## src/sfsp_consts.vh

```
`ifndef SFSP_CONSTS_VH
`define SFSP_CONSTS_VH

// ==========================================================
// opcodes
`define SFSP_OP_WR_ENABLE  8'h06
`define SFSP_OP_WR_DISABLE 8'h04
`define SFSP_OP_STAT_READ  8'h05
`define SFSP_OP_RDFR_R   8'h48
`define SFSP_OP_STAT_WRITE 8'h01
`define SFSP_OP_FUNC_WRITE 8'h42
`define SFSP_OP_PROG_1   8'h02
`define SFSP_OP_PROG4_A  8'h32
`define SFSP_OP_PROG4_B  8'h38
`define SFSP_OP_ROW_PROG 8'h62
`define SFSP_OP_SECT_A   8'hD7
`define SFSP_OP_SECT_B   8'h20
`define SFSP_OP_BE32     8'h52
`define SFSP_OP_BE64     8'hD8
`define SFSP_OP_CE_A     8'hC7
`define SFSP_OP_CE_B     8'h60
`define SFSP_OP_ROW_ERASE 8'h64

// ==========================================================
// status fields
`define SFSP_BIT_BUSY    0
`define SFSP_BIT_LATCH   1
`define SFSP_BP_LO       2
`define SFSP_BP_HI       5
`define SFSP_BIT_QUAD    6
`define SFSP_BIT_LOCK    7
`define SFSP_FN_BOTTOM   1
`define SFSP_NV_RESET    6'h00
`define SFSP_ADDR_BLK_HI 22
`define SFSP_ADDR_BLK_LO 16

// ==========================================================
// timing and widths
`define SFSP_BITCNT_W    6
`define SFSP_CMD_BITS    6'h08
`define SFSP_ADDR_BITS   6'h20
`define SFSP_DATA1_BITS  6'h10
`define SFSP_BUSY_W      16
`define SFSP_BUSY_CYC    16'h0040

`endif

```

## src/sfsp_status_ctrl.v

```verilog
`timescale 1ns/10ps
`include "sfsp_consts.vh"
module sfsp_status_ctrl (
    input  wire        clk,
    input  wire        reset,
    input  wire        chip_select_n,
    input  wire        sck,
    input  wire        si,
    input  wire        write_protect_n_in,
    input  wire        op_done,
    output reg         so,
    output wire        so_oe_n,
    output wire        io2_oe_n,
    output wire        io3_oe_n,
    output wire        quad_enable,
    output wire        status_write_disable,
    output wire        write_enable_latch,
    output wire        busy_flag,
    output wire        top_bottom_select,
    output wire [3:0]  protect_code,
    output reg         array_op_start,
    output reg  [7:0]  array_op_code,
    output reg  [23:0] array_op_addr,
    output wire [7:0]  status_and_protection
);
    // ==========================================================
    // state
    localparam ST_CMD  = 2'h0;
    localparam ST_ADDR = 2'h1;
    localparam ST_DATA = 2'h2;
    localparam ST_READ = 2'h3;

    reg [1:0]                st_reg;
    reg [`SFSP_BITCNT_W-1:0] cnt_reg;
    reg [31:0]               sh_reg;
    reg [7:0]                op_reg;
    reg [7:0]                rd_byte_reg;
    reg [2:0]                rd_idx_reg;
    reg [5:0]                nv_reg;
    reg                      latch_reg;
    reg                      busy_reg;
    reg [`SFSP_BUSY_W-1:0]   busy_cnt_reg;
    reg                      bottom_sel_reg;
    reg                      sck_d_reg;
    reg                      cs_d_reg;
    reg                      wsr_pend_reg;
    reg [7:0]                wsr_data_reg;
    reg                      wfr_pend_reg;
    reg                      wfr_data_reg;

    wire rise  = sck & ~sck_d_reg;
    wire fall  = ~sck & sck_d_reg;
    wire desel = chip_select_n & ~cs_d_reg;
    wire [31:0] sh_in = {sh_reg[30:0], si};

    function is_guarded;
        input [7:0] op;
        begin
            case (op)
                `SFSP_OP_PROG_1, `SFSP_OP_PROG4_A, `SFSP_OP_PROG4_B, `SFSP_OP_ROW_PROG,
                `SFSP_OP_SECT_A, `SFSP_OP_SECT_B, `SFSP_OP_BE32, `SFSP_OP_BE64,
                `SFSP_OP_CE_A, `SFSP_OP_CE_B, `SFSP_OP_STAT_WRITE, `SFSP_OP_FUNC_WRITE,
                `SFSP_OP_ROW_ERASE: is_guarded = 1'b1;
                default:         is_guarded = 1'b0;
            endcase
        end
    endfunction

    function needs_addr;
        input [7:0] op;
        begin
            case (op)
                `SFSP_OP_PROG_1, `SFSP_OP_PROG4_A, `SFSP_OP_PROG4_B, `SFSP_OP_ROW_PROG,
                `SFSP_OP_SECT_A, `SFSP_OP_SECT_B, `SFSP_OP_BE32, `SFSP_OP_BE64,
                `SFSP_OP_ROW_ERASE: needs_addr = 1'b1;
                default:         needs_addr = 1'b0;
            endcase
        end
    endfunction

    function is_array_region;
        input [7:0] op;
        begin
            // info row is outside the block map
            is_array_region = needs_addr(op) && (op != `SFSP_OP_ROW_PROG)
                              && (op != `SFSP_OP_ROW_ERASE);
        end
    endfunction

    assign protect_code         = nv_reg[`SFSP_BP_HI-2:0];
    assign quad_enable          = nv_reg[`SFSP_BIT_QUAD-2];
    assign status_write_disable = nv_reg[`SFSP_BIT_LOCK-2];
    assign write_enable_latch   = latch_reg;
    assign busy_flag            = busy_reg;
    assign top_bottom_select    = bottom_sel_reg;
    assign status_and_protection = {nv_reg, latch_reg, busy_reg};

    // protect/hold become data lines; inputs only here
    assign io2_oe_n = 1'b1;
    assign io3_oe_n = 1'b1;
    assign so_oe_n  = ~((st_reg == ST_READ) & ~chip_select_n);

    wire hw_lock = status_write_disable & ~write_protect_n_in & ~quad_enable;

    wire       addr_prot;
    sfsp_prot_decode u_prot (
        .protect_code      (protect_code),
        .top_bottom_select (bottom_sel_reg),
        .block_index       (sh_in[`SFSP_ADDR_BLK_HI:`SFSP_ADDR_BLK_LO]),
        .block_protected   (addr_prot)
    );

    // ==========================================================
    // serial front end
    always @(posedge clk or posedge reset) begin
        if (reset) begin
            sck_d_reg    <= 1'b0;
            cs_d_reg     <= 1'b1;
            st_reg       <= ST_CMD;
            cnt_reg      <= {`SFSP_BITCNT_W{1'b0}};
            sh_reg       <= 32'h0000_0000;
            op_reg       <= 8'h00;
            rd_byte_reg  <= 8'h00;
            rd_idx_reg   <= 3'h7;
            so           <= 1'b0;
            wsr_pend_reg <= 1'b0;
            wsr_data_reg <= 8'h00;
            wfr_pend_reg <= 1'b0;
            wfr_data_reg <= 1'b0;
            array_op_start <= 1'b0;
            array_op_code  <= 8'h00;
            array_op_addr  <= 24'h00_0000;
        end else begin
            sck_d_reg      <= sck;
            cs_d_reg       <= chip_select_n;
            array_op_start <= 1'b0;
            wsr_pend_reg   <= 1'b0;
            wfr_pend_reg   <= 1'b0;
            if (chip_select_n) begin
                st_reg  <= ST_CMD;
                cnt_reg <= {`SFSP_BITCNT_W{1'b0}};
            end else if (rise) begin
                sh_reg  <= sh_in;
                cnt_reg <= cnt_reg + 1'b1;
                case (st_reg)
                    ST_CMD: begin
                        if (cnt_reg + 1'b1 == `SFSP_CMD_BITS) begin
                            op_reg <= sh_in[7:0];
                            if (sh_in[7:0] == `SFSP_OP_STAT_READ ||
                                sh_in[7:0] == `SFSP_OP_RDFR_R) begin
                                st_reg      <= ST_READ;
                                rd_byte_reg <= (sh_in[7:0] == `SFSP_OP_STAT_READ) ?
                                               status_and_protection :
                                               {6'h00, bottom_sel_reg, 1'b0};
                                rd_idx_reg  <= 3'h7;
                            end else if (needs_addr(sh_in[7:0])) begin
                                st_reg <= ST_ADDR;
                            end else begin
                                st_reg <= ST_DATA;
                            end
                        end
                    end
                    ST_ADDR: begin
                        if (cnt_reg + 1'b1 == `SFSP_ADDR_BITS) begin
                            st_reg        <= ST_DATA;
                            array_op_code <= op_reg;
                            array_op_addr <= sh_in[23:0];
                            array_op_start <= ~busy_reg & latch_reg &
                                ~(is_array_region(op_reg) & addr_prot);
                        end
                    end
                    ST_DATA: begin
                        if (cnt_reg + 1'b1 == `SFSP_DATA1_BITS) begin
                            if (op_reg == `SFSP_OP_STAT_WRITE) begin
                                wsr_data_reg <= sh_in[7:0];
                            end
                            if (op_reg == `SFSP_OP_FUNC_WRITE) begin
                                wfr_data_reg <= sh_in[`SFSP_FN_BOTTOM];
                            end
                        end
                    end
                    ST_READ: begin
                        st_reg <= ST_READ;
                    end
                    default: st_reg <= ST_CMD;
                endcase
            end else if (fall && st_reg == ST_READ) begin
                // drive on falling edge, byte repeats
                so         <= rd_byte_reg[rd_idx_reg];
                rd_idx_reg <= rd_idx_reg - 3'h1;
            end
            // commit register writes on deselect
            if (desel && op_reg == `SFSP_OP_STAT_WRITE && cnt_reg >= `SFSP_DATA1_BITS) begin
                wsr_pend_reg <= 1'b1;
            end
            if (desel && op_reg == `SFSP_OP_FUNC_WRITE && cnt_reg >= `SFSP_DATA1_BITS) begin
                wfr_pend_reg <= 1'b1;
            end
            if (desel && (op_reg == `SFSP_OP_CE_A || op_reg == `SFSP_OP_CE_B) &&
                cnt_reg == `SFSP_CMD_BITS) begin
                array_op_code <= op_reg;
                array_op_addr <= 24'h00_0000;
                array_op_start <= ~busy_reg & latch_reg & (protect_code == 4'h0);
            end
        end
    end

    // ==========================================================
    // status register, latch, busy
    wire wsr_ok = wsr_pend_reg & ~busy_reg & latch_reg & ~hw_lock;
    wire wfr_ok = wfr_pend_reg & ~busy_reg & latch_reg;
    wire cmd_end = desel & (cnt_reg == `SFSP_CMD_BITS);

    always @(posedge clk or posedge reset) begin
        if (reset) begin
            // persistent bits start at shipped value
            nv_reg       <= `SFSP_NV_RESET;
            latch_reg      <= 1'b0;
            busy_reg       <= 1'b0;
            busy_cnt_reg   <= {`SFSP_BUSY_W{1'b0}};
            bottom_sel_reg <= 1'b0;
        end else begin
            // only status write updates bits 7..2
            if (wsr_ok) begin
                nv_reg <= wsr_data_reg[`SFSP_BIT_LOCK:`SFSP_BP_LO];
            end
            if (wfr_ok && wfr_data_reg) begin
                bottom_sel_reg <= 1'b1;
            end
            if (wsr_ok | wfr_ok) begin
                busy_reg     <= 1'b1;
                busy_cnt_reg <= `SFSP_BUSY_CYC;
            end else if (array_op_start) begin
                busy_reg <= 1'b1;
            end else if (busy_reg && busy_cnt_reg != {`SFSP_BUSY_W{1'b0}}) begin
                busy_cnt_reg <= busy_cnt_reg - 1'b1;
                if (busy_cnt_reg == 16'h0001) begin
                    busy_reg <= 1'b0;
                end
            end else if (busy_reg && op_done) begin
                busy_reg <= 1'b0;
            end
            // latch set/clear; ends of writes clear it
            if (cmd_end && op_reg == `SFSP_OP_WR_ENABLE && !busy_reg) begin
                latch_reg <= 1'b1;
            end else if (cmd_end && op_reg == `SFSP_OP_WR_DISABLE && !busy_reg) begin
                latch_reg <= 1'b0;
            end else if (busy_reg && !(wsr_ok | wfr_ok | array_op_start) &&
                         ((busy_cnt_reg == 16'h0001) ||
                          (busy_cnt_reg == {`SFSP_BUSY_W{1'b0}} && op_done))) begin
                latch_reg <= 1'b0;
            end
        end
    end
endmodule

```

## src/sfsp_prot_decode.v

```verilog
`timescale 1ns/10ps
`include "sfsp_consts.vh"
module sfsp_prot_decode (
    input  wire [3:0] protect_code,
    input  wire       top_bottom_select,
    input  wire [6:0] block_index,
    output reg        block_protected
);
    reg [7:0] span;
    always @* begin
        span = 8'h00;
        case (protect_code[2:0])
            3'h0:    span = 8'h00;
            3'h1:    span = 8'h01;
            3'h2:    span = 8'h02;
            3'h3:    span = 8'h04;
            3'h4:    span = 8'h08;
            3'h5:    span = 8'h10;
            3'h6:    span = 8'h20;
            3'h7:    span = 8'h40;
            default: span = 8'h00;
        endcase
        if (protect_code[3]) begin
            block_protected = 1'b1;
        end else if (top_bottom_select) begin
            block_protected = ({1'b0, block_index} < span);
        end else begin
            block_protected = ({1'b0, block_index} >= (8'h80 - span));
        end
    end
endmodule

```

## config.mk

```make
export PLATFORM = sky130hd
export DESIGN_NAME = sfsp_status_ctrl
export DESIGN_NICKNAME = d
export VERILOG_FILES = /design/src/sfsp_status_ctrl.v /design/src/sfsp_prot_decode.v
export VERILOG_INCLUDE_DIRS = /design/src /design/src/src
export SDC_FILE = /design/constraint.sdc
export NUM_CORES = 1
export LEC_CHECK = 0
export ABC_AREA = 1
export BUFFER_PORTS_ARGS = -buffer_cell sky130_fd_sc_hd__buf_2
export CAP_MARGIN = 20
export CORE_MARGIN = 3
export CORE_UTILIZATION = 35
export DETAILED_ROUTE_END_ITERATION = 8
export HOLD_SLACK_MARGIN = 0.03
export PLACE_DENSITY_LB_ADDON = 0.1
export SLEW_MARGIN = 15
export SYNTH_ARGS = -nofsm -noshare
export SYNTH_HDL_FRONTEND = slang
export SYNTH_SLANG_ARGS = --single-unit
```

## constraint.sdc

```tcl
create_clock -name clk -period 5.25 [get_ports clk]
set_input_delay 1.05 -clock clk [delete_from_list [all_inputs] [get_ports clk]]
set_output_delay 1.05 -clock clk [all_outputs]
set_load 0.005 [all_outputs]
```

== Word-level counts from Yosys, hierarchy flattened ==
Memories as Yosys holds them, arrays and structs flattened.
Cells that the tools add are included.

* Multiply operators: 0
* Magnitude comparators: 4
* Bitwise operators: 29
* Muxes and demuxes: 58
* Divide/modulo/power cells: 0
* Reductions and logical operators: 50
* Shifts and indexed selects: 0
* Equality and inequality tests: 44
* Add/subtract/negate cells: 4

{| class="wikitable"
|+ Operator list
! operator !! count
|-
| 24-bit two-way mux || 5
|-
| 8-bit by 7-bit equality test with 1-bit output (second input constant) || 9
|-
| 8-bit by 6-bit equality test with 1-bit output (second input constant) || 6
|-
| 16-bit two-way mux || 3
|-
| 8-bit two-way mux || 6
|-
| 8-bit equality test (second input constant) || 5
|-
| 1-bit two-way mux || 29
|-
| 8-bit by 3-bit equality test with 1-bit output (second input constant) || 3
|-
| 5-bit AND reduction || 4
|-
| 1-bit logical AND || 19
|-
| 9-bit OR reduction || 2
|-
| 1-bit bitwise AND || 16
|-
| 16-bit by 1-bit equality test with 1-bit output (second input constant) || 1
|-
| 8-bit by 2-bit equality test with 1-bit output (second input constant) || 2
|-
| 16-bit zero test || 1
|-
| 8-bit by 7-bit != test with 1-bit output (second input constant) || 2
|-
| 16-bit nonzero test || 1
|-
| 16-bit by 1-bit subtractor with 16-bit output (second input constant) || 1
|-
| 3-bit two-way mux || 5
|-
| 6-bit by 4-bit equality test with 1-bit output (second input constant) || 2
|-
| 2-bit two-way mux || 6
|-
| 6-bit two-way mux || 2
|-
| 4-bit AND reduction || 3
|-
| 2-bit nonzero test || 6
|-
| other kinds (27) || 50
|}

* Bits in registers: 122
* Memories: 1
* Logic and storage cells: 211
* Bits in latches: 0
* Bits in writable memories: 0
* ROM bits: 56

{| class="wikitable"
|+ Memories
! name !! words !! width !! read ports !! clocked after memory_dff !! wr ports !! RTL line !! text
|-
| (name not given) || 8 || 7 || 1 || 0 || 0 || sfsp_prot_decode.v:12 || <nowiki>case (protect_code[2:0])</nowiki>
|}

== Logic depth before layout (Yosys ltp) ==
* Depth in word-level cells: 17
* Depth in mapped cells: 17
* Mapped depth without buffers: 17

== Hierarchy ==
Synthesis repeated with hierarchy kept, for this count alone.

* Cells, all modules: 795
* Area total of the unflattened synthesis: 6462.4 um2

{| class="wikitable"
|+ By module, submodules not included
! module !! seq. area each (um2) !! cells an instance !! instances !! area each (um2)
|-
| sfsp_status_ctrl || 3007.9 || 711 || 1 || 5940.7
|-
| sfsp_prot_decode || 0.0 || 84 || 1 || 521.8
|}

== Worst setup path before layout ==
No wires, ideal clock.

* Path kind: input-to-output
* Start point: in chip_select_n
* End point: out so_oe_n
* Required time: 4200 ps
* Cell stages on the path: 2
* Data arrival time: 1197 ps
* Path slack: 3003 ps
* Cells stage by stage: inv_2 > nand2_1

* Longest elaborated chain between the ends: 3

{| class="wikitable"
|+ RTL lines
! what !! RTL line !! text
|-
| from (decl) || sfsp_status_ctrl.v:6 || <nowiki>input wire chip_select_n,</nowiki>
|-
| 1-bit inverter (no source line) || -- ||
|-
| 1-bit bitwise AND || sfsp_status_ctrl.v:101 || <nowiki>assign so_oe_n = ~((st_reg == ST_READ) & ~chip_select_n);</nowiki>
|-
| 1-bit inverter || sfsp_status_ctrl.v:101 ||
|-
| to (decl) || sfsp_status_ctrl.v:12 || <nowiki>output wire so_oe_n,</nowiki>
|}

Every way passes these cells.

== Worst setup path after layout ==
* Start point: in sck
* End point: reg array_op_addr[11]

* Longest elaborated chain between the ends: 3

{| class="wikitable"
|+ RTL lines
! what !! RTL line !! text
|-
| from (decl) || sfsp_status_ctrl.v:7 || <nowiki>input wire sck,</nowiki>
|-
| 1-bit bitwise AND || sfsp_status_ctrl.v:51 || <nowiki>wire rise = sck & ~sck_d_reg;</nowiki>
|-
| 2-bit nonzero test (no source line) || -- ||
|-
| 4-bit AND reduction (no source line) || -- ||
|-
| to (signal assigned) || sfsp_status_ctrl.v:167 || <nowiki>array_op_addr <= sh_in[23:0];</nowiki>
|-
| to (decl) || sfsp_status_ctrl.v:23 || <nowiki>output reg [23:0] array_op_addr,</nowiki>
|}

Every way passes these cells.
A chain may end at the register's enable or synchronous reset.

==> metrics.yaml <==
outcome: "finished, final reports clean"
fin_worst_skew_ns: 0.00884
worstHoldPathType: "reg2reg"
drtIter0Drc: 351
period_needed_ns: 2.70
power_mw: 2.39
synth_area_um2: 6300
numCtsBuffers: 17
routedWlPerCell_um: 13.9
cp_max_fo: 51
grt_use_total_pct: 16.0
grt-ovfl-total: 0
period_share_pct: 51.4
utilization_pct: 41.9
drc: 0
fmax_mhz: 370
critPathArrivalTime_ns: 2.99
ff2ff_path_depth: 16
drive_above_1_share_pct: 15.0
gp_congestion: 0.861
wl_met1_mm: 7.34
ir_worst_vdd_uv: 225
multi_input_area_um2: 2780
hpwl_mm: 10.9
largest_reg_flops: 24
ctsHtreeMaxLevel: 4
reg2reg_slack_ns: 2.70
drv_slew: 0
grt_max_degree: 62
path_clk_slew_ns: 0.06
wl_mm: 15.0
seq_area_um2: 3010
rsz0062_at_grt: "no"
ios: 61
required_ns: 5.54
wl_met3_um: 706
fp.coreArea_um2: 17500
ys_types: 39
ant_nets: 0
cts_tree: "done"
nets: 875
maxSlewHeadroom_pct: 46.5
finalSetupTns_ns: 0
setup_viol: 0
worst_pin_slew_ns: 0.802
grt_pass1_wl_mm: 25.4
numPortBuffers: 58
die_height_um: 140
die-area_um2: 19600
power_leakage_nw: 3.76
fin_ws_ns: 2.55
first_pass_iters: 5
max_cap_violations: 0
syn2layout_area_growth_pct: 16.4
start_kind: "primary input"
routed-wl-met2_mm: 6.78
vias_per_cell: 4.79
n_antenna_cell: 0
cts_root_buffer: "clkbuf_16"
clkLatencyLatePin_ns: 0.42
worstSetupPathType: "in2reg"
hold_buffers: 0
postCtsSetupRepairBufs: 0
grt_pass1_vias: 5115
ys_warn_count: 0
postSynthCellCount: 787
ys_seq_elements: 120
rows: 48
end_kind: "register"
place_ws_ns: 2.09
n_fill_cell: 1764
vias: 5168
initial_core_util_pct: 36.0
routed.top_layer: "met4"
antenna_found_initial: 0
clkSinkCount: 120
die_w_um: 140
hold_viol: 0
ctsResizeCount: 0
syn_avg_cell_area_um2: 8.00
final_cell_mix: "nand2_1 (228), dfrtp_1 (116), o21ai_0 (90), inv_1 (85), nor2_1 (62)"
cellPowerDensity_nw_per_um2: 327
hold_depth: 2
mostFrequentLayoutCell: "nand2_1"
ctsLongestPathBuffers: 2
synth_seq_area_share_pct: 47.8
[cells by family after synthesis]
kind of cell / count (synthesis) / share of synthesized area [%]
AOI/OAI and AO/OA: 138 / 11.9
xor gates and xnor gates: 12 / 1.67
adders and majority gates: 27 / 5.37
buffers and inverters: 119 / 8.25
DFF: 120 / 47.8
other: 1 / 0.0596
and+or+nand+nor: 370 / 25.0
[cell usage after synthesis]
cell	count	share of area [%]
o21ai_2	8	1.1
nor4_1	2	0.20
nor2_2	1	0.099
nand4_2	1	0.20
o21ai_1	14	1.1
nor2_1	63	3.8
o21ai_0	90	7.2
buf_6	4	0.72
ha_1	27	5.4
a21boi_0	2	0.24
nand2_2	5	0.50
o22ai_1	6	0.60
buf_2	4	0.32
clkinv_1	1	0.060
nand3b_4	1	0.32
buf_4	10	1.2
nand3_2	3	0.48
nand2_1	228	14
xnor2_1	5	0.70
nand3b_1	2	0.24
xor2_1	7	0.97
inv_1	86	5.1
nor2_4	1	0.18
inv_2	5	0.30
dfrtp_1	116	46
or2_2	1	0.099
a21o_1	1	0.12
a32oi_1	1	0.14
o21bai_1	2	0.24
clkbuf_1	9	0.54
nor3_2	3	0.48
nor3_1	9	0.72
nand4_1	9	0.89
nand3_1	40	3.2
conb_1	1	0.060
dfstp_2	4	1.7
a21oi_1	13	1.0
o21a_1	1	0.12
and3_1	1	0.099
[path summary, 6_finish.rpt]
kind / from / endpoint
min in group asynchronous: reset / rd_byte_reg[2]
worst min register to register: rd_byte_reg[6] / rd_byte_reg[6]
worst min-delay path: rd_byte_reg[6] / rd_byte_reg[6]
worst max register to register: nv_reg[2] / array_op_start
worst max-delay path: sck / array_op_addr[11]
max in group asynchronous: reset / cnt_reg[1]
[routing by layer]
metal | vias to the layer above | GRT usage, %
met5 | - | 0
met4 | 0 | 4.44
met3 | 11 | 4.51
met2 | 109 | 25.3
met1 | 2409 | 21.8
li1 | 2639 | -
[critical path: stages]
cell and delay (ns):
buf_2 0.10, nand2_1 0.15, nor2_2 0.12, buf_4 0.41, nand2_1 0.12, nand3b_4 0.36
nand2_2 0.18, inv_2 0.26, nand2_1 0.12, o21ai_0 0.10
[power by group]
| part | total, mW | switching (mW) | leakage, nW | internal [mW] |
|---|---|---|---|---|
| Clock | 1.19 | 0.476 | 0.298 | 0.719 |
| Combinational | 0.194 | 0.133 | 1.90 | 0.0612 |
| Sequential | 1.00 | 0.0386 | 1.56 | 0.965 |
[per-stage QoR]
| step | cell area (um2) | cells | hold WS (ns) |
|---|---|---|---|
| CTS | 7330 | 1079 | 0.484 |
| detailed placement | 6730 | 1047 | 0.466 |
| floorplan | 6300 | 788 | 0.449 |
| finish | 7330 | 1079 | 0.479 |
| global route | 7330 | 1079 | 0.503 |
| global placement | 6730 | 1047 | 0.461 |
[layout make-up]
class / instances / share of cell area [%]
tap: 225 / 3.84
inverter: 92 / 4.75
clock buffer: 17 / 5.80
timing repair buffer: 61 / 4.27
multi-input combinational: 549 / 37.9
clock inverter: 15 / 2.44
sequential: 120 / 41.0
(Power assumes the default switching activity.)
